$ cat config.mk
export PLATFORM = sky130hd
export DESIGN_NAME = sbcs_device_flat
export DESIGN_NICKNAME = d
export VERILOG_FILES = /design/src/sbcs_pkg.sv /design/src/sbcs_if.sv /design/src/sbcs_bank.sv /design/src/sbcs_device.sv /design/src/flat_wrapper.sv
export SDC_FILE = /design/constraint.sdc
export NUM_CORES = 1
export LEC_CHECK = 0
export BUFFER_PORTS_ARGS = -buffer_cell sky130_fd_sc_hd__buf_2
export CAP_MARGIN = 20
export CORE_UTILIZATION = 41
export CTS_BUF_LIST = sky130_fd_sc_hd__clkbuf_4 sky130_fd_sc_hd__clkbuf_8
export CTS_CLUSTER_DIAMETER = 80
export CTS_CLUSTER_SIZE = 24
export DETAILED_ROUTE_END_ITERATION = 10
export SLEW_MARGIN = 40
export SYNTH_ARGS = -nofsm -noshare
export SYNTH_HDL_FRONTEND = slang
export SYNTH_HIERARCHICAL = 1
export SYNTH_SLANG_ARGS = --single-unit
$ cat constraint.sdc
create_clock -name mclk -period 3.65 [get_ports mclk]
set_input_delay 0.1825 -clock mclk [delete_from_list [all_inputs] [get_ports mclk]]
set_output_delay 0.1825 -clock mclk [all_outputs]
set_load 0.03 [all_outputs]
$ cat src/sbcs_pkg.sv
/*
  Package for the SDRAM bank command state tracker: command encodings,
  bank states and timing counts.
  Assumes a 250 MHz mclk; times are given in nanoseconds.
*/
package sbcs_pkg;
  localparam int NUM_BANKS = 4;
  localparam int BANK_W = 2;
  localparam int ADDR_W = 12;
  localparam int AP_BIT = 10;
  localparam int CNT_W = 8;
  localparam int CLK_PERIOD_PS = 4000;

  // Times in nanoseconds.
  localparam int PRECHARGE_TIME_NS = 20;
  localparam int ACTIVATE_TO_COLUMN_TIME_NS = 20;
  localparam int REFRESH_CYCLE_TIME_NS = 80;
  localparam int MODE_LOAD_TIME_NS = 8;
  localparam int SELF_REFRESH_EXIT_TIME_NS = 120;
  localparam int BURST_LEN = 4;

  // Least times round up, never below one cycle.
  function automatic int ns2cyc(input int ns);
    int c;
    c = (ns * 1000 + CLK_PERIOD_PS - 1) / CLK_PERIOD_PS;
    return (c < 1) ? 1 : c;
  endfunction

  localparam logic [CNT_W-1:0] PRECHARGE_CYC = CNT_W'(ns2cyc(PRECHARGE_TIME_NS));
  localparam logic [CNT_W-1:0] ACTIVATE_TO_COLUMN_CYC = CNT_W'(ns2cyc(ACTIVATE_TO_COLUMN_TIME_NS));
  localparam logic [CNT_W-1:0] REFRESH_CYCLE_CYC = CNT_W'(ns2cyc(REFRESH_CYCLE_TIME_NS));
  localparam logic [CNT_W-1:0] MODE_LOAD_CYC = CNT_W'(ns2cyc(MODE_LOAD_TIME_NS));
  localparam logic [CNT_W-1:0] SELF_REFRESH_EXIT_CYC = CNT_W'(ns2cyc(SELF_REFRESH_EXIT_TIME_NS));
  localparam logic [CNT_W-1:0] BURST_CYC = CNT_W'(BURST_LEN);

  // Command pins {cs_n, ras_n, cas_n, we_n}.
  typedef enum logic [3:0] {
    SBCS_CMD_NOP = 4'h7,
    SBCS_CMD_ACTIVE = 4'h3,
    SBCS_CMD_READ = 4'h5,
    SBCS_CMD_WRITE = 4'h4,
    SBCS_CMD_BTERM = 4'h6,
    SBCS_CMD_PRECH = 4'h2,
    SBCS_CMD_AREF = 4'h1,
    SBCS_CMD_LMR = 4'h0
  } sbcs_cmd_e;

  typedef enum logic [7:0] {
    SBCS_ST_IDLE = 8'h01,
    SBCS_ST_ACTIVATING = 8'h02,
    SBCS_ST_ACTIVE = 8'h04,
    SBCS_ST_READ = 8'h08,
    SBCS_ST_WRITE = 8'h10,
    SBCS_ST_PRECHARGING = 8'h20,
    SBCS_ST_AUTOPRE = 8'h40,
    SBCS_ST_GLOBAL = 8'h80
  } sbcs_state_e;

  typedef enum logic [4:0] {
    SBCS_G_NONE = 5'h01,
    SBCS_G_REFRESH = 5'h02,
    SBCS_G_MODE = 5'h04,
    SBCS_G_PREALL = 5'h08,
    SBCS_G_SRX = 5'h10
  } sbcs_global_e;
endpackage

$ cat src/sbcs_if.sv
/*
  Command pins between memory controller and SDRAM bank tracker.
  Assumes one shared mclk; every pin is sampled on its rising edge.
*/
`timescale 1ns/1ps
interface sbcs_if;
  logic chipSelectN;
  logic rowStrobeN;
  logic columnStrobeN;
  logic writeEnableN;
  logic clockEnableIn;
  logic [sbcs_pkg::BANK_W-1:0] bankAddr;
  logic [sbcs_pkg::ADDR_W-1:0] addr;
  logic selfRefreshExit;
  modport dev (input chipSelectN, rowStrobeN, columnStrobeN, writeEnableN, clockEnableIn,
               bankAddr, addr, selfRefreshExit);
  modport ctl (output chipSelectN, rowStrobeN, columnStrobeN, writeEnableN, clockEnableIn,
               bankAddr, addr, selfRefreshExit);
endinterface

$ cat src/sbcs_bank.sv
/*
  One bank's state register and its timer.
  Assumes command decode and global busy are provided by the device end.
*/
`timescale 1ns/1ps
module sbcs_bank
  import sbcs_pkg::*;
(
  // Clock and reset.
  input wire logic mclk,
  input wire logic rst_n,
  // Decoded command for this bank.
  input wire logic cmdActive,
  input wire logic cmdRead,
  input wire logic cmdWrite,
  input wire logic cmdPrecharge,
  input wire logic cmdStop,
  input wire logic autoPre,
  // Global operation starting and its end.
  input wire logic globalBusy,
  input wire logic globalDone,
  // State.
  output sbcs_state_e state
);
  sbcs_state_e state_q, state_d;
  logic [CNT_W-1:0] cnt_q, cnt_d;
  wire logic cntZero = (cnt_q == '0);

  always_comb begin
    state_d = state_q;
    cnt_d = cntZero ? cnt_q : cnt_q - 1'b1;
    case (state_q)
      SBCS_ST_IDLE: begin
        if (globalBusy) begin
          state_d = SBCS_ST_GLOBAL;
        end else if (cmdActive) begin
          state_d = SBCS_ST_ACTIVATING;
          cnt_d = ACTIVATE_TO_COLUMN_CYC - 1'b1;
        end
        // A precharge here does nothing.
      end
      SBCS_ST_ACTIVATING: begin
        if (cntZero) state_d = SBCS_ST_ACTIVE;
      end
      SBCS_ST_ACTIVE, SBCS_ST_READ, SBCS_ST_WRITE: begin
        if (globalBusy) begin
          state_d = SBCS_ST_GLOBAL;
        end else if (cmdPrecharge) begin
          state_d = SBCS_ST_PRECHARGING;
          cnt_d = PRECHARGE_CYC - 1'b1;
        end else if ((cmdRead || cmdWrite) && autoPre) begin
          state_d = SBCS_ST_AUTOPRE;
          cnt_d = BURST_CYC + PRECHARGE_CYC - 1'b1;
        end else if (cmdRead) begin
          state_d = SBCS_ST_READ;
          cnt_d = BURST_CYC - 1'b1;
        end else if (cmdWrite) begin
          state_d = SBCS_ST_WRITE;
          cnt_d = BURST_CYC - 1'b1;
        end else if (cmdStop) begin
          state_d = SBCS_ST_ACTIVE;
        end else if (state_q != SBCS_ST_ACTIVE && cntZero) begin
          state_d = SBCS_ST_ACTIVE;
        end
      end
      SBCS_ST_PRECHARGING, SBCS_ST_AUTOPRE: begin
        if (cntZero) state_d = SBCS_ST_IDLE;
      end
      SBCS_ST_GLOBAL: begin
        if (globalDone) state_d = SBCS_ST_IDLE;
      end
      default: state_d = SBCS_ST_IDLE;
    endcase
  end

  // Own state and counter per bank.
  always_ff @(posedge mclk or negedge rst_n) begin
    if (!rst_n) begin
      state_q <= SBCS_ST_IDLE;
      cnt_q <= '0;
    end else begin
      state_q <= state_d;
      cnt_q <= cnt_d;
    end
  end

  assign state = state_q;
endmodule

$ cat src/sbcs_device.sv
/*
  Device end: decodes SDRAM commands and tracks every bank's state plus
  global refresh, mode load, precharge-all and self refresh exit.
  Assumes the controller keeps its own command legality; a command that is
  illegal for a bank's state is not flagged, the bank simply keeps its state.
  Assumes every pin is synchronous to mclk and changes just after its rising edge.
*/
`timescale 1ns/1ps
module sbcs_device
  import sbcs_pkg::*;
(
  // Clock and reset.
  input wire logic mclk,
  input wire logic rst_n,
  // Command pins.
  sbcs_if.dev pins,
  // Observed state.
  output logic [NUM_BANKS*8-1:0] bankStates,
  output logic allIdle,
  output logic deepPowerDown
);
  sbcs_global_e glob_q, glob_d;
  logic [CNT_W-1:0] gcnt_q, gcnt_d;
  logic ckePrev_q;
  logic [BANK_W-1:0] lastBurstBank_q;
  logic dpd_q;
  sbcs_state_e st [NUM_BANKS];

  wire sbcs_cmd_e cmd = sbcs_cmd_e'({pins.chipSelectN, pins.rowStrobeN, pins.columnStrobeN,
                                     pins.writeEnableN});
  // Decode only while clock enable is high now and was high before.
  wire logic decodeOk = ckePrev_q && pins.clockEnableIn && (glob_q == SBCS_G_NONE);
  // Deselect or NOP fall through as no command.
  wire logic live = decodeOk && !pins.chipSelectN;
  wire logic allPre = pins.addr[AP_BIT];
  wire logic isAct = live && cmd == SBCS_CMD_ACTIVE;
  wire logic isRd = live && cmd == SBCS_CMD_READ;
  wire logic isWr = live && cmd == SBCS_CMD_WRITE;
  wire logic isPre = live && cmd == SBCS_CMD_PRECH;
  wire logic isStop = live && cmd == SBCS_CMD_BTERM;
  wire logic isRef = live && cmd == SBCS_CMD_AREF && allIdle;
  wire logic isLmr = live && cmd == SBCS_CMD_LMR && allIdle;
  // A precharge-all with every bank idle starts no busy period; the banks just stay idle.
  wire logic isPreAll = isPre && allPre && !allIdle;
  wire logic gcntZero = (gcnt_q == '0);
  wire logic globalDone = (glob_q != SBCS_G_NONE) && gcntZero;
  wire logic globalStart = isRef || isLmr || isPreAll;
  wire logic dpdEntry = ckePrev_q && !pins.clockEnableIn && !pins.chipSelectN &&
                        cmd == SBCS_CMD_BTERM && allIdle;

  function automatic logic bankHit(input logic [BANK_W-1:0] b, input int i);
    return b == BANK_W'(i);
  endfunction

  genvar g;
  generate
    for (g = 0; g < NUM_BANKS; g++) begin : gBank
      wire logic hit = bankHit(pins.bankAddr, g);
      // Burst terminate goes to the bank of the latest burst, whatever bank the pins name.
      wire logic bankStop = isStop && bankHit(lastBurstBank_q, g);
      wire logic bankAct = isAct && hit;
      wire logic bankRd = isRd && hit;
      wire logic bankWr = isWr && hit;
      wire logic bankPre = isPre && hit && !allPre;
      sbcs_bank uBank (
        .mclk(mclk),
        .rst_n(rst_n),
        .cmdActive(bankAct),
        .cmdRead(bankRd),
        .cmdWrite(bankWr),
        .cmdPrecharge(bankPre),
        .cmdStop(bankStop),
        .autoPre(pins.addr[AP_BIT]),
        .globalBusy(globalStart),
        .globalDone(globalDone),
        .state(st[g])
      );
      assign bankStates[g*8 +: 8] = st[g];
    end
  endgenerate

  always_comb begin
    allIdle = 1'b1;
    for (int i = 0; i < NUM_BANKS; i++) begin
      if (st[i] != SBCS_ST_IDLE) allIdle = 1'b0;
    end
    if (glob_q != SBCS_G_NONE) allIdle = 1'b0;
  end

  always_comb begin
    glob_d = glob_q;
    gcnt_d = gcntZero ? gcnt_q : gcnt_q - 1'b1;
    case (glob_q)
      SBCS_G_NONE: begin
        if (pins.selfRefreshExit) begin
          glob_d = SBCS_G_SRX;
          gcnt_d = SELF_REFRESH_EXIT_CYC - 1'b1;
        end else if (isRef) begin
          glob_d = SBCS_G_REFRESH;
          gcnt_d = REFRESH_CYCLE_CYC - 1'b1;
        end else if (isLmr) begin
          glob_d = SBCS_G_MODE;
          gcnt_d = MODE_LOAD_CYC - 1'b1;
        end else if (isPreAll) begin
          glob_d = SBCS_G_PREALL;
          gcnt_d = PRECHARGE_CYC - 1'b1;
        end
      end
      SBCS_G_REFRESH, SBCS_G_MODE, SBCS_G_PREALL, SBCS_G_SRX: begin
        if (gcntZero) glob_d = SBCS_G_NONE;
      end
      default: glob_d = SBCS_G_NONE;
    endcase
  end

  always_ff @(posedge mclk or negedge rst_n) begin
    if (!rst_n) begin
      glob_q <= SBCS_G_NONE;
      gcnt_q <= '0;
    end else begin
      glob_q <= glob_d;
      gcnt_q <= gcnt_d;
    end
  end

  // Cleared in reset, so the first edge after release never decodes a command.
  always_ff @(posedge mclk or negedge rst_n) begin
    if (!rst_n) begin
      ckePrev_q <= 1'b0;
    end else begin
      ckePrev_q <= pins.clockEnableIn;
    end
  end

  always_ff @(posedge mclk or negedge rst_n) begin
    if (!rst_n) begin
      lastBurstBank_q <= '0;
    end else if (isRd || isWr) begin
      lastBurstBank_q <= pins.bankAddr;
    end
  end

  // Deep power-down holds until clock enable returns high; waking needs a fresh start-up outside this block.
  always_ff @(posedge mclk or negedge rst_n) begin
    if (!rst_n) begin
      dpd_q <= 1'b0;
    end else if (dpdEntry) begin
      dpd_q <= 1'b1;
    end else if (pins.clockEnableIn) begin
      dpd_q <= 1'b0;
    end
  end

  assign deepPowerDown = dpd_q;
endmodule

$ cat src/flat_wrapper.sv
// flat-port wrapper written by rule: the top's interface ports become plain ports
module sbcs_device_flat import sbcs_pkg::*;
  (mclk, rst_n, bankStates, allIdle, deepPowerDown, pins_chipSelectN, pins_rowStrobeN, pins_columnStrobeN, pins_writeEnableN, pins_clockEnableIn, pins_bankAddr, pins_addr, pins_selfRefreshExit);
  sbcs_if pins_i ();
  input wire logic mclk;
  input wire logic rst_n;
  output logic [NUM_BANKS*8-1:0] bankStates;
  output logic allIdle;
  output logic deepPowerDown;
  input wire logic [$bits(pins_i.chipSelectN)-1:0] pins_chipSelectN;
  input wire logic [$bits(pins_i.rowStrobeN)-1:0] pins_rowStrobeN;
  input wire logic [$bits(pins_i.columnStrobeN)-1:0] pins_columnStrobeN;
  input wire logic [$bits(pins_i.writeEnableN)-1:0] pins_writeEnableN;
  input wire logic [$bits(pins_i.clockEnableIn)-1:0] pins_clockEnableIn;
  input wire logic [$bits(pins_i.bankAddr)-1:0] pins_bankAddr;
  input wire logic [$bits(pins_i.addr)-1:0] pins_addr;
  input wire logic [$bits(pins_i.selfRefreshExit)-1:0] pins_selfRefreshExit;
  assign pins_i.chipSelectN = pins_chipSelectN;
  assign pins_i.rowStrobeN = pins_rowStrobeN;
  assign pins_i.columnStrobeN = pins_columnStrobeN;
  assign pins_i.writeEnableN = pins_writeEnableN;
  assign pins_i.clockEnableIn = pins_clockEnableIn;
  assign pins_i.bankAddr = pins_bankAddr;
  assign pins_i.addr = pins_addr;
  assign pins_i.selfRefreshExit = pins_selfRefreshExit;
  sbcs_device u_core (.mclk(mclk), .rst_n(rst_n), .pins(pins_i), .bankStates(bankStates), .allIdle(allIdle), .deepPowerDown(deepPowerDown));
endmodule
==> metrics.csv <==
metric;value;unit
wl_met3;577;µm
cp-end-kind;register;
crit_required;3.95;ns
worst_pin_slew;0.8061;ns
netlist_area;5032;µm²
finalHoldViolCount;0;
syn_to_final_growth;14.02;%
period_minus_slack;3.360;ns
power_density;685.4;nW/µm²
synth-seq-cells;81;
rsz0062_at_grt;false;
cts_buffers;9;
hp-start;pins_bankAddr[0];
leakage;2.591;nW
seqCellArea;2033;µm²
die_w;112.8;µm
diodes;0;
vias;4462;
max_clock_freq;297.6;MHz
cts_tree;yes;
dp_slack;0.2062;ns
layout_commonest_cell;dfrtp_1;
place.gp.congestion;0.8891;
initial_core_util;0.4190;
crit_type;register to register;
dr.max_layer_used;met4;
cts-htree-levels;3;
finClkSkew;0.008636;ns
syn_area_per_cell;8.954;µm²
async_flop_share;1.000;
cts.clk_slew.worst_paths;0.08;ns
rr_worst_depth;11;
num_rows;40;
drc;0;
drt_first_iter_violations;219;
synth_edf_count;0;
wire_per_inst;16.19;µm
grt_usage;0.2087;
layout_common_cells;dfrtp_1, nor2_1, nand2_1;
synthFlopType;dfrtp_1;
multi_input_area;2808;µm²
final-setup-viol-count;0;
synthDistinctLibCells;55;
grt_pass1_vias;4326;
cts.sinks;81;
totalWireLength;12510;µm
status;complete, no violations;
grt_pass1_wl;21090;µm
met2WireLength;5787;µm
cp_max_fo;9;
drtPass1Iterations;4;
holdPathStages;2;
r2r_end;u_core/gBank[1].uBank/cnt_q[1];
dieArea;12720;µm²
holdPathEnd;u_core/lastBurstBank_q[0];
insertion_delay;0.37;ns
min_path_type;primary input to register;
overflow;0;
regToRegStartpoint;u_core/gBank[3].uBank/state[0];
die_h;112.8;µm
num_io_pins;56;
reg2reg_slack;0.29;ns
synthCells;562;
power;3.933;mW
fin_util;0.4777;
tns;0;ns
core_area;12010;µm²
critPathArrivalTime;3.66;ns
irDropWorstVdd;0.3554;mV
grt_max_degree;57;
clockRootBuffer;clkbuf_8;
antenna_found_initial;0;
final_nets;651;
maxCapViolCount;0;
n_fill_cell;1207;
fin_crit_sh;0.9207;
drv_slew;0;
clock_path_buffers;2;
hpwl;9217;µm
met1_length;5980;µm
fin_ws;0.2895;ns
drt-vias-per-instance;5.772;
antenna_left;0;
relSlewSlack;0.4581;
cp-start-kind;register;
yosysWarnings;6;
io_buffers;44;
drive_above_1_share;0.1693;
yosysSeqAreaShare;0.4040;
syn_nets;592;
synthesized netlist by cell type, drive strengths merged, types with 8 or more instances:
library cell  instances  area (µm²)
inv                  29       108.9
nand3                15       75.07
o211ai               13       97.59
nor4                 21       143.9
ha                    8       100.1
nand2b                9       56.30
dfrtp                76        1902
xnor2                18       157.7
nor3                 27       140.1
xor2                 21       183.9
nor2                 73       274.0
a21oi                32       160.2
nor4b                 9       78.83
o21ai                24       120.1
or4                  10       82.58
o22ai                 8       50.05
or3                   9       56.30
nand2                47       176.4
clkbuf                9       33.78
where the power goes:
part	switching, mW	total [mW]	internal (mW)
Combinational	0.929	1.64	0.711
Sequential	0.324	1.52	1.20
Clock	0.324	0.770	0.446
Total	1.58	3.93	2.36
metrics by stage:
step / instances / area, µm² / hold slack, ns
2_1_floorplan: 562 / 5032 / -0.1131
3_3_place_gp: 754 / 5470 / 0.2952
3_5_place_dp: 754 / 5470 / 0.2951
4_1_cts: 772 / 5724 / 0.1423
5_1_grt: 773 / 5738 / 0.1646
6_report: 773 / 5738 / 0.1645
flip-flops by register name, summed over array words and instances (netlist names):
| signal | flops |
|---|---|
| u_core/ckePrev_q | 1 |
| u_core/deepPowerDown | 1 |
| u_core/gBank.uBank/cnt_q | 32 |
| u_core/gBank.uBank/state | 32 |
| u_core/gcnt_q | 8 |
| u_core/glob_q | 5 |
| u_core/lastBurstBank_q | 2 |
per-layer routing:
layer | GRT usage | vias up
met2 | 0.3354 | 106
met4 | 0.06044 | 0
met1 | 0.2809 | 2159
met3 | 0.04928 | 16
met5 | 0 | -
li1 | - | 2181
logic make-up after synthesis:
kind of cell / share of synthesized area
simple gates: 0.2867
compound gates: 0.1676
flops: 0.4040
buf+inv: 0.03928
xor+xnor: 0.06788
fa+ha+maj: 0.01989
mux: 0.01467
area by class of cell:
cell class,instances,area share
inverter,29,0.01897
clock inverter,2,0.01047
tap,147,0.03205
sequential,81,0.3543
clock buffer,14,0.03031
timing repair buffer,63,0.06454
multi-input combinational,437,0.4893
worst max-delay path: stages, from the launching register on:
cell      delay [ns]
dfstp_2         0.58
nor4b_2         0.32
nand4_1         0.24
or2_1           0.37
mux2_2          0.25
nor2_1          0.04
buf_4           0.17
nor4_1          0.25
o211ai_1        0.21
buf_4           0.21
or4_1           0.49
a21oi_1         0.15
timing repair:
item / 4_1_cts / 5_1_grt
resized for setup: 0 / 1
endpoints found under the hold margin: 54 / 0
hold buffers: 2 / 0
setup buffers: 0 / 1
endpoints found under the setup margin: 0 / 14
worst max-delay path by stage:
stage	startpoint	to	slack, ns	cells past startpoint
after floorplan	u_core/gBank[0].uBank/state[0]	u_core/gBank[0].uBank/state[4]	0.38	12
after global placement	u_core/gBank[3].uBank/state[0]	u_core/gBank[1].uBank/cnt_q[1]	0.25	11
after detailed placement	u_core/gBank[3].uBank/state[0]	u_core/gBank[1].uBank/cnt_q[0]	0.21	11
after CTS	u_core/gBank[3].uBank/state[0]	u_core/gBank[1].uBank/cnt_q[0]	0.17	11
after global routing	u_core/gBank[0].uBank/state[4]	u_core/gBank[1].uBank/cnt_q[3]	0.01	11
final	u_core/gBank[3].uBank/state[0]	u_core/gBank[1].uBank/cnt_q[1]	0.29	11
Note: power is estimated with default switching activity, not from simulation.
